--- config.mk ---
export PLATFORM = sky130hd
export DESIGN_NAME = pecs_regs
export DESIGN_NICKNAME = d
export VERILOG_FILES = /design/src/pecs_pin_select.v /design/src/pecs_regs.v
export VERILOG_INCLUDE_DIRS = /design/src
export SDC_FILE = /design/constraint.sdc
export NUM_CORES = 1
export LEC_CHECK = 0
export BUFFER_PORTS_ARGS = -buffer_cell sky130_fd_sc_hd__buf_2
export CAP_MARGIN = 30
export CORE_ASPECT_RATIO = 1.5
export CORE_MARGIN = 2
export CORE_UTILIZATION = 60
export CTS_BUF_LIST = sky130_fd_sc_hd__clkbuf_4 sky130_fd_sc_hd__clkbuf_8
export DETAILED_ROUTE_END_ITERATION = 6
export PLACE_DENSITY = 0.85
export SLEW_MARGIN = 20
export SYNTH_ARGS = -nofsm -noshare
export SYNTH_HDL_FRONTEND = slang
export SYNTH_SLANG_ARGS = --single-unit
--- constraint.sdc ---
create_clock -name pclk -period 4 [get_ports pclk]
set_input_delay 0.8 -clock pclk [delete_from_list [all_inputs] [get_ports pclk]]
set_output_delay 0.8 -clock pclk [all_outputs]
set_load 0.03 [all_outputs]
--- src/pecs_defs.vh ---
/*
  Register offsets, field positions and reset values for the PHY extended
  configuration and status register group. Assumes inclusion by bare name.
*/
`ifndef PECS_DEFS_VH
`define PECS_DEFS_VH

// Register indices; byte address is four times the index
`define PECS_IDX_PEAK_SIGN 12'h1A6
`define PECS_IDX_PKT_LOW 12'h1A8
`define PECS_IDX_PKT_HIGH 12'h1A9
`define PECS_IDX_OP_MODE 12'h1DF
`define PECS_IDX_PIN_MUX 12'h1E0
`define PECS_IDX_ERR_CNT 12'h016
`define PECS_IDX_SFD_CTRL 12'h1E1

`define PECS_RST_OP_MODE 16'h0040
`define PECS_RST_PIN_MUX 16'h417A
`define PECS_RST_ERR_CNT 16'h0001
`define PECS_RST_SFD_CTRL 16'h0000

`define PECS_BIT_BRIDGE 6
`define PECS_BIT_MII_SEL 5
`define PECS_BIT_CNT_MODE 0
`define PECS_BIT_SFD_TX_EN 0
`define PECS_BIT_SFD_RX_EN 1

`define PECS_MODE_RSVD 3'h7
`define PECS_FN_CLK 4'h0
`define PECS_FN_INT 4'h2
`define PECS_FN_LINK 4'h3
`define PECS_FN_TRANSMIT_DELIMITER_PULSE 4'h5
`define PECS_FN_RECEIVE_DELIMITER_PULSE 4'h6
`define PECS_FN_WOL 4'h7
`define PECS_FN_ENERGY 4'h8
`define PECS_FN_ERR 4'h9
`define PECS_FN_LED2 4'hA
`define PECS_FN_LED3 4'hB
`define PECS_FN_CRS 4'hC
`define PECS_FN_COL 4'hD
`define PECS_FN_ZERO 4'hE
`define PECS_FN_ONE 4'hF

`endif

--- src/pecs_pin_select.v ---
/*
  Function selector for one general pin: picks one of sixteen sources.
  Assumes all sources are synchronous to pclk.
*/
`timescale 1ns/10ps
`default_nettype none
`include "pecs_defs.vh"

module pecs_pin_select (
  input wire [3:0] sel,        // Function code
  input wire [15:0] src,       // Candidate sources by code
  input wire energy_ok,        // Copper 1000T/100TX active
  output reg pin               // Selected level
);
  always @* begin
    pin = src[sel];
    if (sel == `PECS_FN_ENERGY) begin
      pin = src[sel] & energy_ok;
    end
    if (sel == `PECS_FN_ZERO) begin
      pin = 1'b0;
    end
    if (sel == `PECS_FN_ONE) begin
      pin = 1'b1;
    end
  end
endmodule // pecs_pin_select
`default_nettype wire

--- src/pecs_regs.v ---
/*
  PHY extended configuration and status registers on APB: peak polarity
  flags, test packet counter with snapshot, mode decode, general pin mux.
  Assumes all status inputs are synchronous to pclk.
*/
`timescale 1ns/10ps
`default_nettype none
`include "pecs_defs.vh"

module pecs_regs #(
  parameter CNT_W = 32                  // Packet counter width
) (
  input wire pclk,                      // APB clock
  input wire presetn,                   // Async reset, active low
  input wire psel,                      // APB select
  input wire penable,                   // APB enable
  input wire pwrite,                    // APB direction
  input wire [15:0] paddr,              // APB byte address
  input wire [31:0] pwdata,             // APB write data
  output reg [31:0] prdata,             // APB read data
  output reg pready,                    // APB ready
  output reg pslverr,                   // APB error
  input wire [4:0] pair_c_peak_polarity, // Pair C signs
  input wire [4:0] pair_d_peak_polarity, // Pair D signs
  input wire checker_packet,            // One pulse per checked packet
  input wire clk_out_src,               // Clock output source
  input wire int_src,                   // Interrupt level
  input wire link_src,                  // Link status
  input wire transmit_delimiter_pulse,  // Transmit SFD pulse
  input wire receive_delimiter_pulse,   // Receive SFD pulse
  input wire wake_on_lan_indication,    // Wake indication
  input wire energy_src,                // Energy detect
  input wire copper_fast_mode,          // 1000T or 100TX operating
  input wire test_error_src,            // Test error indication
  input wire third_indicator_output,    // THIRD_INDICATOR_OUTPUT source
  input wire fourth_indicator_output,   // LED 3 source
  input wire crs_src,                   // Carrier sense
  input wire col_src,                   // Collision
  output reg bridge_direction_select,   // 1: SGMII toward RGMII
  output reg mii_select,                // 1: MII, 0: RGMII
  output reg [2:0] media_operating_mode, // Operating mode code
  output reg gpio0_out,                 // General pin 0
  output reg gpio1_out                  // General pin 1
);
  reg [15:0] op_mode_ff;
  reg [15:0] nxt_op_mode;
  reg [15:0] pin_mux_ff;
  reg [15:0] nxt_pin_mux;
  reg [15:0] err_cnt_ff;
  reg [15:0] nxt_err_cnt;
  reg [15:0] sfd_ctrl_ff;
  reg [15:0] nxt_sfd_ctrl;
  reg [CNT_W-1:0] pkt_cnt_ff;
  reg [CNT_W-1:0] nxt_pkt_cnt;
  reg [CNT_W-1:0] pkt_snap_ff;
  reg [CNT_W-1:0] nxt_pkt_snap;
  reg frozen_ff;
  reg nxt_frozen;
  reg [9:0] sign_ff;
  reg [31:0] rd_word;
  wire acc;
  wire wr;
  wire [11:0] idx;
  wire hit;
  wire sfd_on;
  wire mux0;
  wire mux1;
  wire [15:0] src;

  function is_reg;
    input [11:0] i;
    begin
      is_reg = (i == `PECS_IDX_PEAK_SIGN) || (i == `PECS_IDX_PKT_LOW) ||
               (i == `PECS_IDX_PKT_HIGH) || (i == `PECS_IDX_OP_MODE) ||
               (i == `PECS_IDX_PIN_MUX) || (i == `PECS_IDX_ERR_CNT) ||
               (i == `PECS_IDX_SFD_CTRL);
    end
  endfunction

  assign acc = psel & penable & ~pready;
  assign wr = acc & pwrite;
  assign idx = {2'b00, paddr[11:2]} | {paddr[13:12], 10'h000};
  assign hit = is_reg(idx) & (paddr[1:0] == 2'b00) & (paddr[15:14] == 2'b00);

  // Register write paths; read-only registers have no write path
  always @* begin
    nxt_op_mode = op_mode_ff;
    nxt_pin_mux = pin_mux_ff;
    nxt_err_cnt = err_cnt_ff;
    nxt_sfd_ctrl = sfd_ctrl_ff;
    nxt_frozen = frozen_ff;
    if (wr & hit) begin
      case (idx)
        `PECS_IDX_OP_MODE: begin
          nxt_op_mode = {9'h000, pwdata[6:5], 2'b00, pwdata[2:0]};
        end
        `PECS_IDX_PIN_MUX: begin
          nxt_pin_mux = {8'h00, pwdata[7:0]};
        end
        `PECS_IDX_ERR_CNT: begin
          nxt_err_cnt = {15'h0000, pwdata[`PECS_BIT_CNT_MODE]};
          if (pwdata[1:0] != 2'b00) begin
            nxt_frozen = 1'b1;
          end else begin
            nxt_frozen = 1'b0;
          end
        end
        `PECS_IDX_SFD_CTRL: begin
          nxt_sfd_ctrl = {14'h0000, pwdata[1:0]};
        end
        default: begin
          nxt_op_mode = op_mode_ff;
        end
      endcase
    end
  end

  // Counter saturates in mode zero, otherwise wraps
  always @* begin
    nxt_pkt_cnt = pkt_cnt_ff;
    if (checker_packet) begin
      if (~err_cnt_ff[`PECS_BIT_CNT_MODE] & (&pkt_cnt_ff)) begin
        nxt_pkt_cnt = pkt_cnt_ff;
      end else begin
        nxt_pkt_cnt = pkt_cnt_ff + {{(CNT_W-1){1'b0}}, 1'b1};
      end
    end
    nxt_pkt_snap = pkt_snap_ff;
    if (wr & hit & (idx == `PECS_IDX_ERR_CNT) & (pwdata[1:0] != 2'b00)) begin
      nxt_pkt_snap = nxt_pkt_cnt;
    end
  end

  always @* begin
    rd_word = 32'h00000000;
    case (idx)
      `PECS_IDX_PEAK_SIGN: rd_word = {22'h000000, sign_ff};
      `PECS_IDX_PKT_LOW: rd_word = {16'h0000,
        frozen_ff ? pkt_snap_ff[15:0] : pkt_cnt_ff[15:0]};
      `PECS_IDX_PKT_HIGH: rd_word = {16'h0000,
        frozen_ff ? pkt_snap_ff[31:16] : pkt_cnt_ff[31:16]};
      `PECS_IDX_OP_MODE: rd_word = {16'h0000, op_mode_ff};
      `PECS_IDX_PIN_MUX: rd_word = {16'h0000, pin_mux_ff};
      `PECS_IDX_ERR_CNT: rd_word = {16'h0000, err_cnt_ff};
      `PECS_IDX_SFD_CTRL: rd_word = {16'h0000, sfd_ctrl_ff};
      default: rd_word = 32'h00000000;
    endcase
  end

  assign src = {1'b1, 1'b0, col_src, crs_src, fourth_indicator_output,
                third_indicator_output, test_error_src, energy_src,
                wake_on_lan_indication, receive_delimiter_pulse,
                transmit_delimiter_pulse, 1'b0, link_src, int_src, 1'b0,
                clk_out_src};
  assign sfd_on = sfd_ctrl_ff[`PECS_BIT_SFD_TX_EN] |
                  sfd_ctrl_ff[`PECS_BIT_SFD_RX_EN];

  pecs_pin_select u_sel0 (
    .sel(pin_mux_ff[3:0]),
    .src(src),
    .energy_ok(copper_fast_mode),
    .pin(mux0)
  );

  pecs_pin_select u_sel1 (
    .sel(pin_mux_ff[7:4]),
    .src(src),
    .energy_ok(copper_fast_mode),
    .pin(mux1)
  );

  always @(posedge pclk or negedge presetn) begin
    if (!presetn) begin
      op_mode_ff <= `PECS_RST_OP_MODE;
      pin_mux_ff <= `PECS_RST_PIN_MUX & 16'h00FF;
      err_cnt_ff <= `PECS_RST_ERR_CNT;
      sfd_ctrl_ff <= `PECS_RST_SFD_CTRL;
      pkt_cnt_ff <= {CNT_W{1'b0}};
      pkt_snap_ff <= {CNT_W{1'b0}};
      frozen_ff <= 1'b0;
      sign_ff <= 10'h000;
      prdata <= 32'h00000000;
      pready <= 1'b0;
      pslverr <= 1'b0;
      bridge_direction_select <= 1'b1;
      mii_select <= 1'b0;
      media_operating_mode <= 3'h0;
      gpio0_out <= 1'b0;
      gpio1_out <= 1'b0;
    end else begin
      op_mode_ff <= nxt_op_mode;
      pin_mux_ff <= nxt_pin_mux;
      err_cnt_ff <= nxt_err_cnt;
      sfd_ctrl_ff <= nxt_sfd_ctrl;
      pkt_cnt_ff <= nxt_pkt_cnt;
      pkt_snap_ff <= nxt_pkt_snap;
      frozen_ff <= nxt_frozen;
      sign_ff <= {pair_d_peak_polarity, pair_c_peak_polarity};
      pready <= acc;
      pslverr <= acc & ~hit;
      if (acc & ~pwrite & hit) begin
        prdata <= rd_word;
      end else if (acc) begin
        prdata <= 32'h00000000;
      end
      bridge_direction_select <= op_mode_ff[`PECS_BIT_BRIDGE];
      mii_select <= op_mode_ff[`PECS_BIT_MII_SEL];
      media_operating_mode <= op_mode_ff[2:0];
      gpio0_out <= sfd_on ? receive_delimiter_pulse : mux0;
      gpio1_out <= sfd_on ? transmit_delimiter_pulse : mux1;
    end
  end
endmodule // pecs_regs
`default_nettype wire

==> flow_summary.yaml, run 1 <==
sta:
  tightest_slew_ps: 1024
  period_share_pct: 68.40
  finalClockSkew_ps: 8.318
  fin_setup_tns_ps: 0
  finalMaxSlewViolations: 0
  layout_min_cycle_time_ps: 2736
  fmax_mhz: 365.5
  max-slew-margin-rel_pct: 31.12
  setup_viol: 0
  finalHoldViolations: 0
  rsz0062_at_grt: "false"
  setup_ws_ps: 1264
placement:
  place_hpwl_um: 11450
  dp_slack_ps: 802.7
  gp_congestion: 0.9537
  port_buffers: 77
  placed_area_mm2: 0.006519
clock_tree:
  cts-resized-gates: 0
  cts_buffer_depth: 2
  cts-root-buf: "clkbuf_8"
  postCtsSetupRepairBufs: 0
  cts_buffers: 17
  cts_tree: "built"
  clk_latency_ps: 440
  cts_htree_levels: 4
  path_clk_slew_ps: 70
  clkSinkCount: 116
  ctsHoldBuffers: 0
min_path:
  holdCritPathClass: "reg2reg"
  hold_depth: 0
logic_synthesis:
  ys_ff_latch: 116
  netlist_area_mm2: 0.006065
  ys_types: 72
  ys_seq_area_share_pct: 48.03
  synthCells: 547
  syn_area_per_cell_um2: 11.09
  synth_top_area_cell: "dfrtp_1"
  synth-edff-count: 0
  yosysTopAreaCellShare_pct: 44.56
  synth.area.top_cells: "dfrtp_1 45%, mux4_2 6.3%, mux2_2 6.1%"
  synthArstFlopShare_pct: 100.0
  synth_ff_type: "dfrtp_1"
  ys.warnings.count: 0
setup_path:
  cp.depth: 6
  crit_buf_inv: 2
  worstRegToRegCells: 5
  cp_slowest_stage_delay_ps: 500
  required_ps: 4320
  cp-start-kind: "input port"
  critPathSlowestCell: "nor3_1"
  r2r_slack_ps: 1520
  critPathArrivalTime_ps: 3060
  path_class: "in2reg"
  worstPathCellList: "buf_2 > nor3_1 > nand4_1 > nor3_4 > buf_12 > mux2_2"
  critPathMaxFanout: 23
  critPathTopFamily: "simple AND/OR/NAND/NOR gates"
  cp-end-kind: "flop"
global_routing:
  grt_use_total_pct: 30.42
  grt_pass1_vias: 4965
  antenna_found_initial: 0
  grt_overflow: 0
  grt_pass1_wl_um: 25100
  grt_start_max_net_pins: 63
route:
  wl_per_cell_um: 20.99
  wl_um: 15870
  vias: 4977
  drtPass1Iterations: 5
  remaining_drc_errors: 0
  drt_iter0_drc: 461
  ant_nets: 0
  vias_per_cell: 6.583
final_layout:
  final_cell_area_mm2: 0.006960
  layout_common_cells: "108 x dfrtp_1, 76 x buf_2, 65 x nand2_1"
  diodes: 0
  nNetsFinal: 704
  drive_gt1_share_pct: 30.52
  synthToLayoutAreaGrowth_pct: 14.77
  mostFrequentLayoutCell: "dfrtp_1"
die:
  die-width_um: 86.09
  core_area_mm2: 0.009966
  dieHeight_um: 127.1
  start_util_pct: 60.85
  rows: 45
  ios: 118
  fp.dieArea_mm2: 0.01094
power:
  leakagePower_nw: 3.227
  peakVddDrop_mv: 0.2001
  power_mw: 2.709
  powerDensity_mw_per_mm2: 389.2
flow_run:
  max_cap_violations: 0
outcome:
  status: "finished, final reports clean"
logic make-up (layout without fill, tap and decap cells):
family | Yosys count | after routing | share of synthesized area, %
flip-flops | 116 | 116 | 48.03
other | 1 | 16 | 0.06183
AO/OA/AOI/OAI | 87 | 87 | 10.07
adder cells (fa/ha/maj) | 1 | 1 | 0.2063
AND/OR/NAND/NOR | 216 | 216 | 20.34
buffers and inverters | 47 | 124 | 4.147
XOR/XNOR | 21 | 21 | 3.033
multiplexers | 58 | 58 | 14.11
registers in the layout (all words and copies together) (netlist names), 2 cells and up:
signal	count
sfd_ctrl_ff	2
op_mode_ff	5
pkt_snap_ff	32
pkt_cnt_ff	32
sign_ff	10
media_operating_mode	3
prdata	16
pin_mux_ff	8
power by group:
part / internal, mW / total, mW / switching [mW]
logic: 0.0945 / 0.254 / 0.160
clock network: 0.709 / 1.18 / 0.473
registers: 1.21 / 1.27 / 0.0596
total: 2.02 / 2.71 / 0.692
final cells by class:
type,instances,area (um2)
clock inverters,12,178.9
flip-flops and latches,116,2913
repair buffers,86,480.5
clock buffers,20,262.8
fillers,716,3005
well taps,117,146.4
inverters,6,22.52
multi-input cells,399,2957
routing by layer:
| layer | vias to the layer above | GRT usage [%] | part of all wire (%) |
|---|---|---|---|
| met3 | 75 | 6.266 | 6.7 |
| met4 | 0 | 20.17 | 5.9 |
| li1 | 2180 | - | - |
| met5 | - | 0 | 0 |
| met1 | 2443 | 33.76 | 35 |
| met2 | 279 | 51.94 | 52 |
stage by stage:
step	hold WS, ps	cells	util, %
4_1_cts	380.8	756	69.84
6_report	380.5	756	69.84
5_1_grt	382.3	756	69.84
3_5_place_dp	372.7	724	65.41
3_3_place_gp	369.4	724	65.41
2_1_floorplan	359.4	562	-
worst paths after layout:
kind                                           endpoint     startpoint
worst min-delay path            bridge_direction_select  op_mode_ff[6]
min in group asynchronous       media_operating_mode[2]        presetn
worst min register to register  bridge_direction_select  op_mode_ff[6]
worst max register to register          pkt_snap_ff[19]  pkt_cnt_ff[4]
worst max-delay path                     pkt_snap_ff[3]       paddr[2]
max in group asynchronous                 pin_mux_ff[3]        presetn
cell usage after synthesis (all sizes together) (4+ instances only):
| master | instances |
|---|---|
| nand4b | 5 |
| mux2 | 34 |
| nand2 | 65 |
| o21ai | 24 |
| dfstp | 8 |
| dfrtp | 108 |
| nor2 | 27 |
| and4 | 10 |
| a31oi | 8 |
| nor4 | 6 |
| o31ai | 7 |
| a21oi | 12 |
| xor2 | 12 |
| and2 | 6 |
| or4 | 9 |
| buf | 21 |
| nand3 | 30 |
| nor3 | 15 |
| inv | 6 |
| mux2i | 6 |
| a221oi | 4 |
| o211ai | 7 |
| nand4 | 12 |
| and3 | 11 |
| clkbuf | 20 |
| or3 | 5 |
| xnor2 | 9 |
| mux4 | 18 |
(Power assumes the default switching activity.)
==> inputs of run 2 (changes only) <==
--- a/config.mk
+++ b/config.mk
@@ -10,10 +10,10 @@
 export CAP_MARGIN = 30
 export CORE_ASPECT_RATIO = 1.5
 export CORE_MARGIN = 2
-export CORE_UTILIZATION = 60
+export CORE_UTILIZATION = 52
 export CTS_BUF_LIST = sky130_fd_sc_hd__clkbuf_4 sky130_fd_sc_hd__clkbuf_8
 export DETAILED_ROUTE_END_ITERATION = 6
-export PLACE_DENSITY = 0.85
+export PLACE_DENSITY = 0.78
 export SLEW_MARGIN = 20
 export SYNTH_ARGS = -nofsm -noshare
 export SYNTH_HDL_FRONTEND = slang
==> constraint.sdc (replaced) <==
create_clock -name pclk -period 2.3 [get_ports pclk]
set_input_delay 0.46 -clock pclk [delete_from_list [all_inputs] [get_ports pclk]]
set_output_delay 0.46 -clock pclk [all_outputs]
set_load 0.03 [all_outputs]
==> run 2 against run 1 <==
Effect of this change: hold slack worse by 260 ps; final cell count is 12% higher; first-iteration DRC count is 0.43% lower; largest power group unchanged; count of clock-buffer cells in the layout is 3 lower; largest cell class unchanged; cell area is 7.0% higher; register-to-register slack worse by 1400 ps; the run now ends with DRC left.
==> flow_summary.yaml, run 2 (synthesized netlist as in run 1, its figures left out) <==
outcome:
  status: "complete, but fails checks"
  failed_checks: "DRC"
placement:
  place_hpwl_um: 12440
  dp_cells: 809
  gp_congestion: 0.9351
  port_buffers: 77
power:
  leakagePower_nw: 3.521
  power_mw: 4.848
  powerDensity_mw_per_mm2: 651.0
  peakVddDrop_mv: 0.3109
die:
  rows: 48
  start_util_pct: 52.87
  core_area_mm2: 0.01147
  ios: 118
  dieHeight_um: 136.3
  fp.dieArea_mm2: 0.01256
  die-width_um: 92.18
final_layout:
  num-fill-cells: 868
  multi_input_area_mm2: 0.002957
  diodes: 0
  drive_gt1_share_pct: 35.97
  regArea_mm2: 0.002913
  largest_registers: "pkt_cnt_ff (32), pkt_snap_ff (32), prdata (16)"
  final_cells: 845
  mostFrequentLayoutCell: "dfrtp_1"
  layout_common_cells: "108 x dfrtp_1, 76 x buf_2, 65 x nand2_1"
  synthToLayoutAreaGrowth_pct: 22.80
  nNetsFinal: 760
global_routing:
  grt_start_max_net_pins: 56
  grt_pass1_vias: 5446
  grt_overflow: 0
  grt_use_total_pct: 27.91
  antenna_found_initial: 0
  grt_pass1_wl_um: 26760
route:
  drtPass1Iterations: 7
  remaining_drc_errors: 42
  vias_per_cell: 6.189
  drt_iter0_drc: 459
  ant_nets: 0
  wl_per_cell_um: 20.05
  wl_um: 16940
  vias: 5230
sta:
  holdWs_ps: 116.8
  finalHoldViolations: 0
  max-slew-margin-rel_pct: 56.57
  layout_min_cycle_time_ps: 2188
  fmax_mhz: 456.9
  setup_viol: 0
  rsz0062_at_grt: "false"
  finalMaxSlewViolations: 0
  finalClockSkew_ps: 12.56
  tightest_slew_ps: 645.4
  period_share_pct: 95.15
clock_tree:
  cts-root-buf: "clkbuf_8"
  path_clk_slew_ps: 80
  cts_tree: "built"
  cts_htree_levels: 4
  clkSinkCount: 116
  clk_latency_ps: 450
  cts_buffers: 17
  cts_buffer_depth: 2
setup_path:
  cp_slowest_stage_delay_ps: 610
  critPathTopFamily: "simple AND/OR/NAND/NOR gates"
  critPathArrivalTime_ps: 2520
  worstPathCellList: "nand3_1 > nor4_1 > buf_4 > nand3_1 > xnor2_1 > mux2_2"
  cp-startpoint: "pkt_cnt_ff[7]"
  rr_startpoint: "pkt_cnt_ff[7]"
  critPathSlowestCell: "nor4_1"
  cp-start-kind: "flop"
  r2r_slack_ps: 110
  path_class: "reg2reg"
  cp-end-kind: "flop"
  crit_buf_inv: 1
  required_ps: 2630
  critPathMaxFanout: 6
  cp_common_cell: "nand3_1"
min_path:
  holdCritPathClass: "in2reg"
  worstHoldStart: "pair_d_peak_polarity[2]"
flow_run:
  max_cap_violations: 0
==> run 2: cell count changes in the layout (fill, tap and decap cells not counted), sizes merged <==
| cell | before | now |
|---|---|---|
| clkbuf | 20 | 17 |
| clkinv | 4 | 3 |
| inv | 7 | 13 |
| dlygate4sd3 | 0 | 1 |
| clkinvlp | 3 | 1 |
| buf | 86 | 141 |
==> run 2: worst reg2reg max path: cells and delay by family (launching register included) <==
kind	cells	cell delay (ps)
xor gates and xnor gates	1	180
buffers and inverters	1	240
DFF	1	430
muxes	1	270
and+or+nand+nor	3	950
==> run 2: power by group <==
group	internal (mW)	leakage [nW]	switching [mW]	total [mW]
clock	1.21	0.225	0.942	2.15
sequential	2.11	1.55	0.0705	2.18
combinational	0.211	1.75	0.305	0.516
total	3.53	3.52	1.32	4.85
==> run 2: area by class of cell <==
cell class / instances / share of cell area, %
clock buffers: 17 / 3.142
clock inverters: 15 / 2.923
inverters: 6 / 0.3024
multi-input cells: 399 / 39.70
flip-flops and latches: 116 / 39.11
well taps: 150 / 2.520
repair buffers: 142 / 12.30
==> run 2: path summary, 6_finish.rpt <==
path                                           endpoint  cells past startpoint
worst max register to register          pkt_snap_ff[18]                      6
worst max-delay path                    pkt_snap_ff[18]                      6
worst min register to register  bridge_direction_select                      0
worst min-delay path                         sign_ff[7]                      1
min in group asynchronous                 op_mode_ff[2]                      2
max in group asynchronous                 pin_mux_ff[3]                      3
==> run 2: metal layers <==
metal	share of wire, %	track usage (%)	vias to the layer above
li1	-	-	2296
met1	36	30.01	2577
met2	52	50.12	275
met3	6.1	5.155	82
met4	5.7	17.66	0
met5	0	0	-
==> run 2: what timing repair did <==
| item | 4_1_cts | 5_1_grt |
|---|---|---|
| setup endpoints to repair | 0 | 1 |
| endpoints found under the hold margin | 8 | 0 |
| hold buffers | 1 | 0 |
| setup buffers | 0 | 3 |
| gates resized for setup | 0 | 0 |
==> run 2: per-stage QoR <==
stage	setup WS (ps)	area, um2	TNS, ps	util, %
finish	111.6	7447	0	64.92
global route	15.83	7447	0	64.92
CTS	124.4	7425	0	64.73
detailed placement	-103.5	6963	-800.6	60.70
global placement	-103.9	6963	-486.8	60.70
floorplan	65.25	6121	0	-
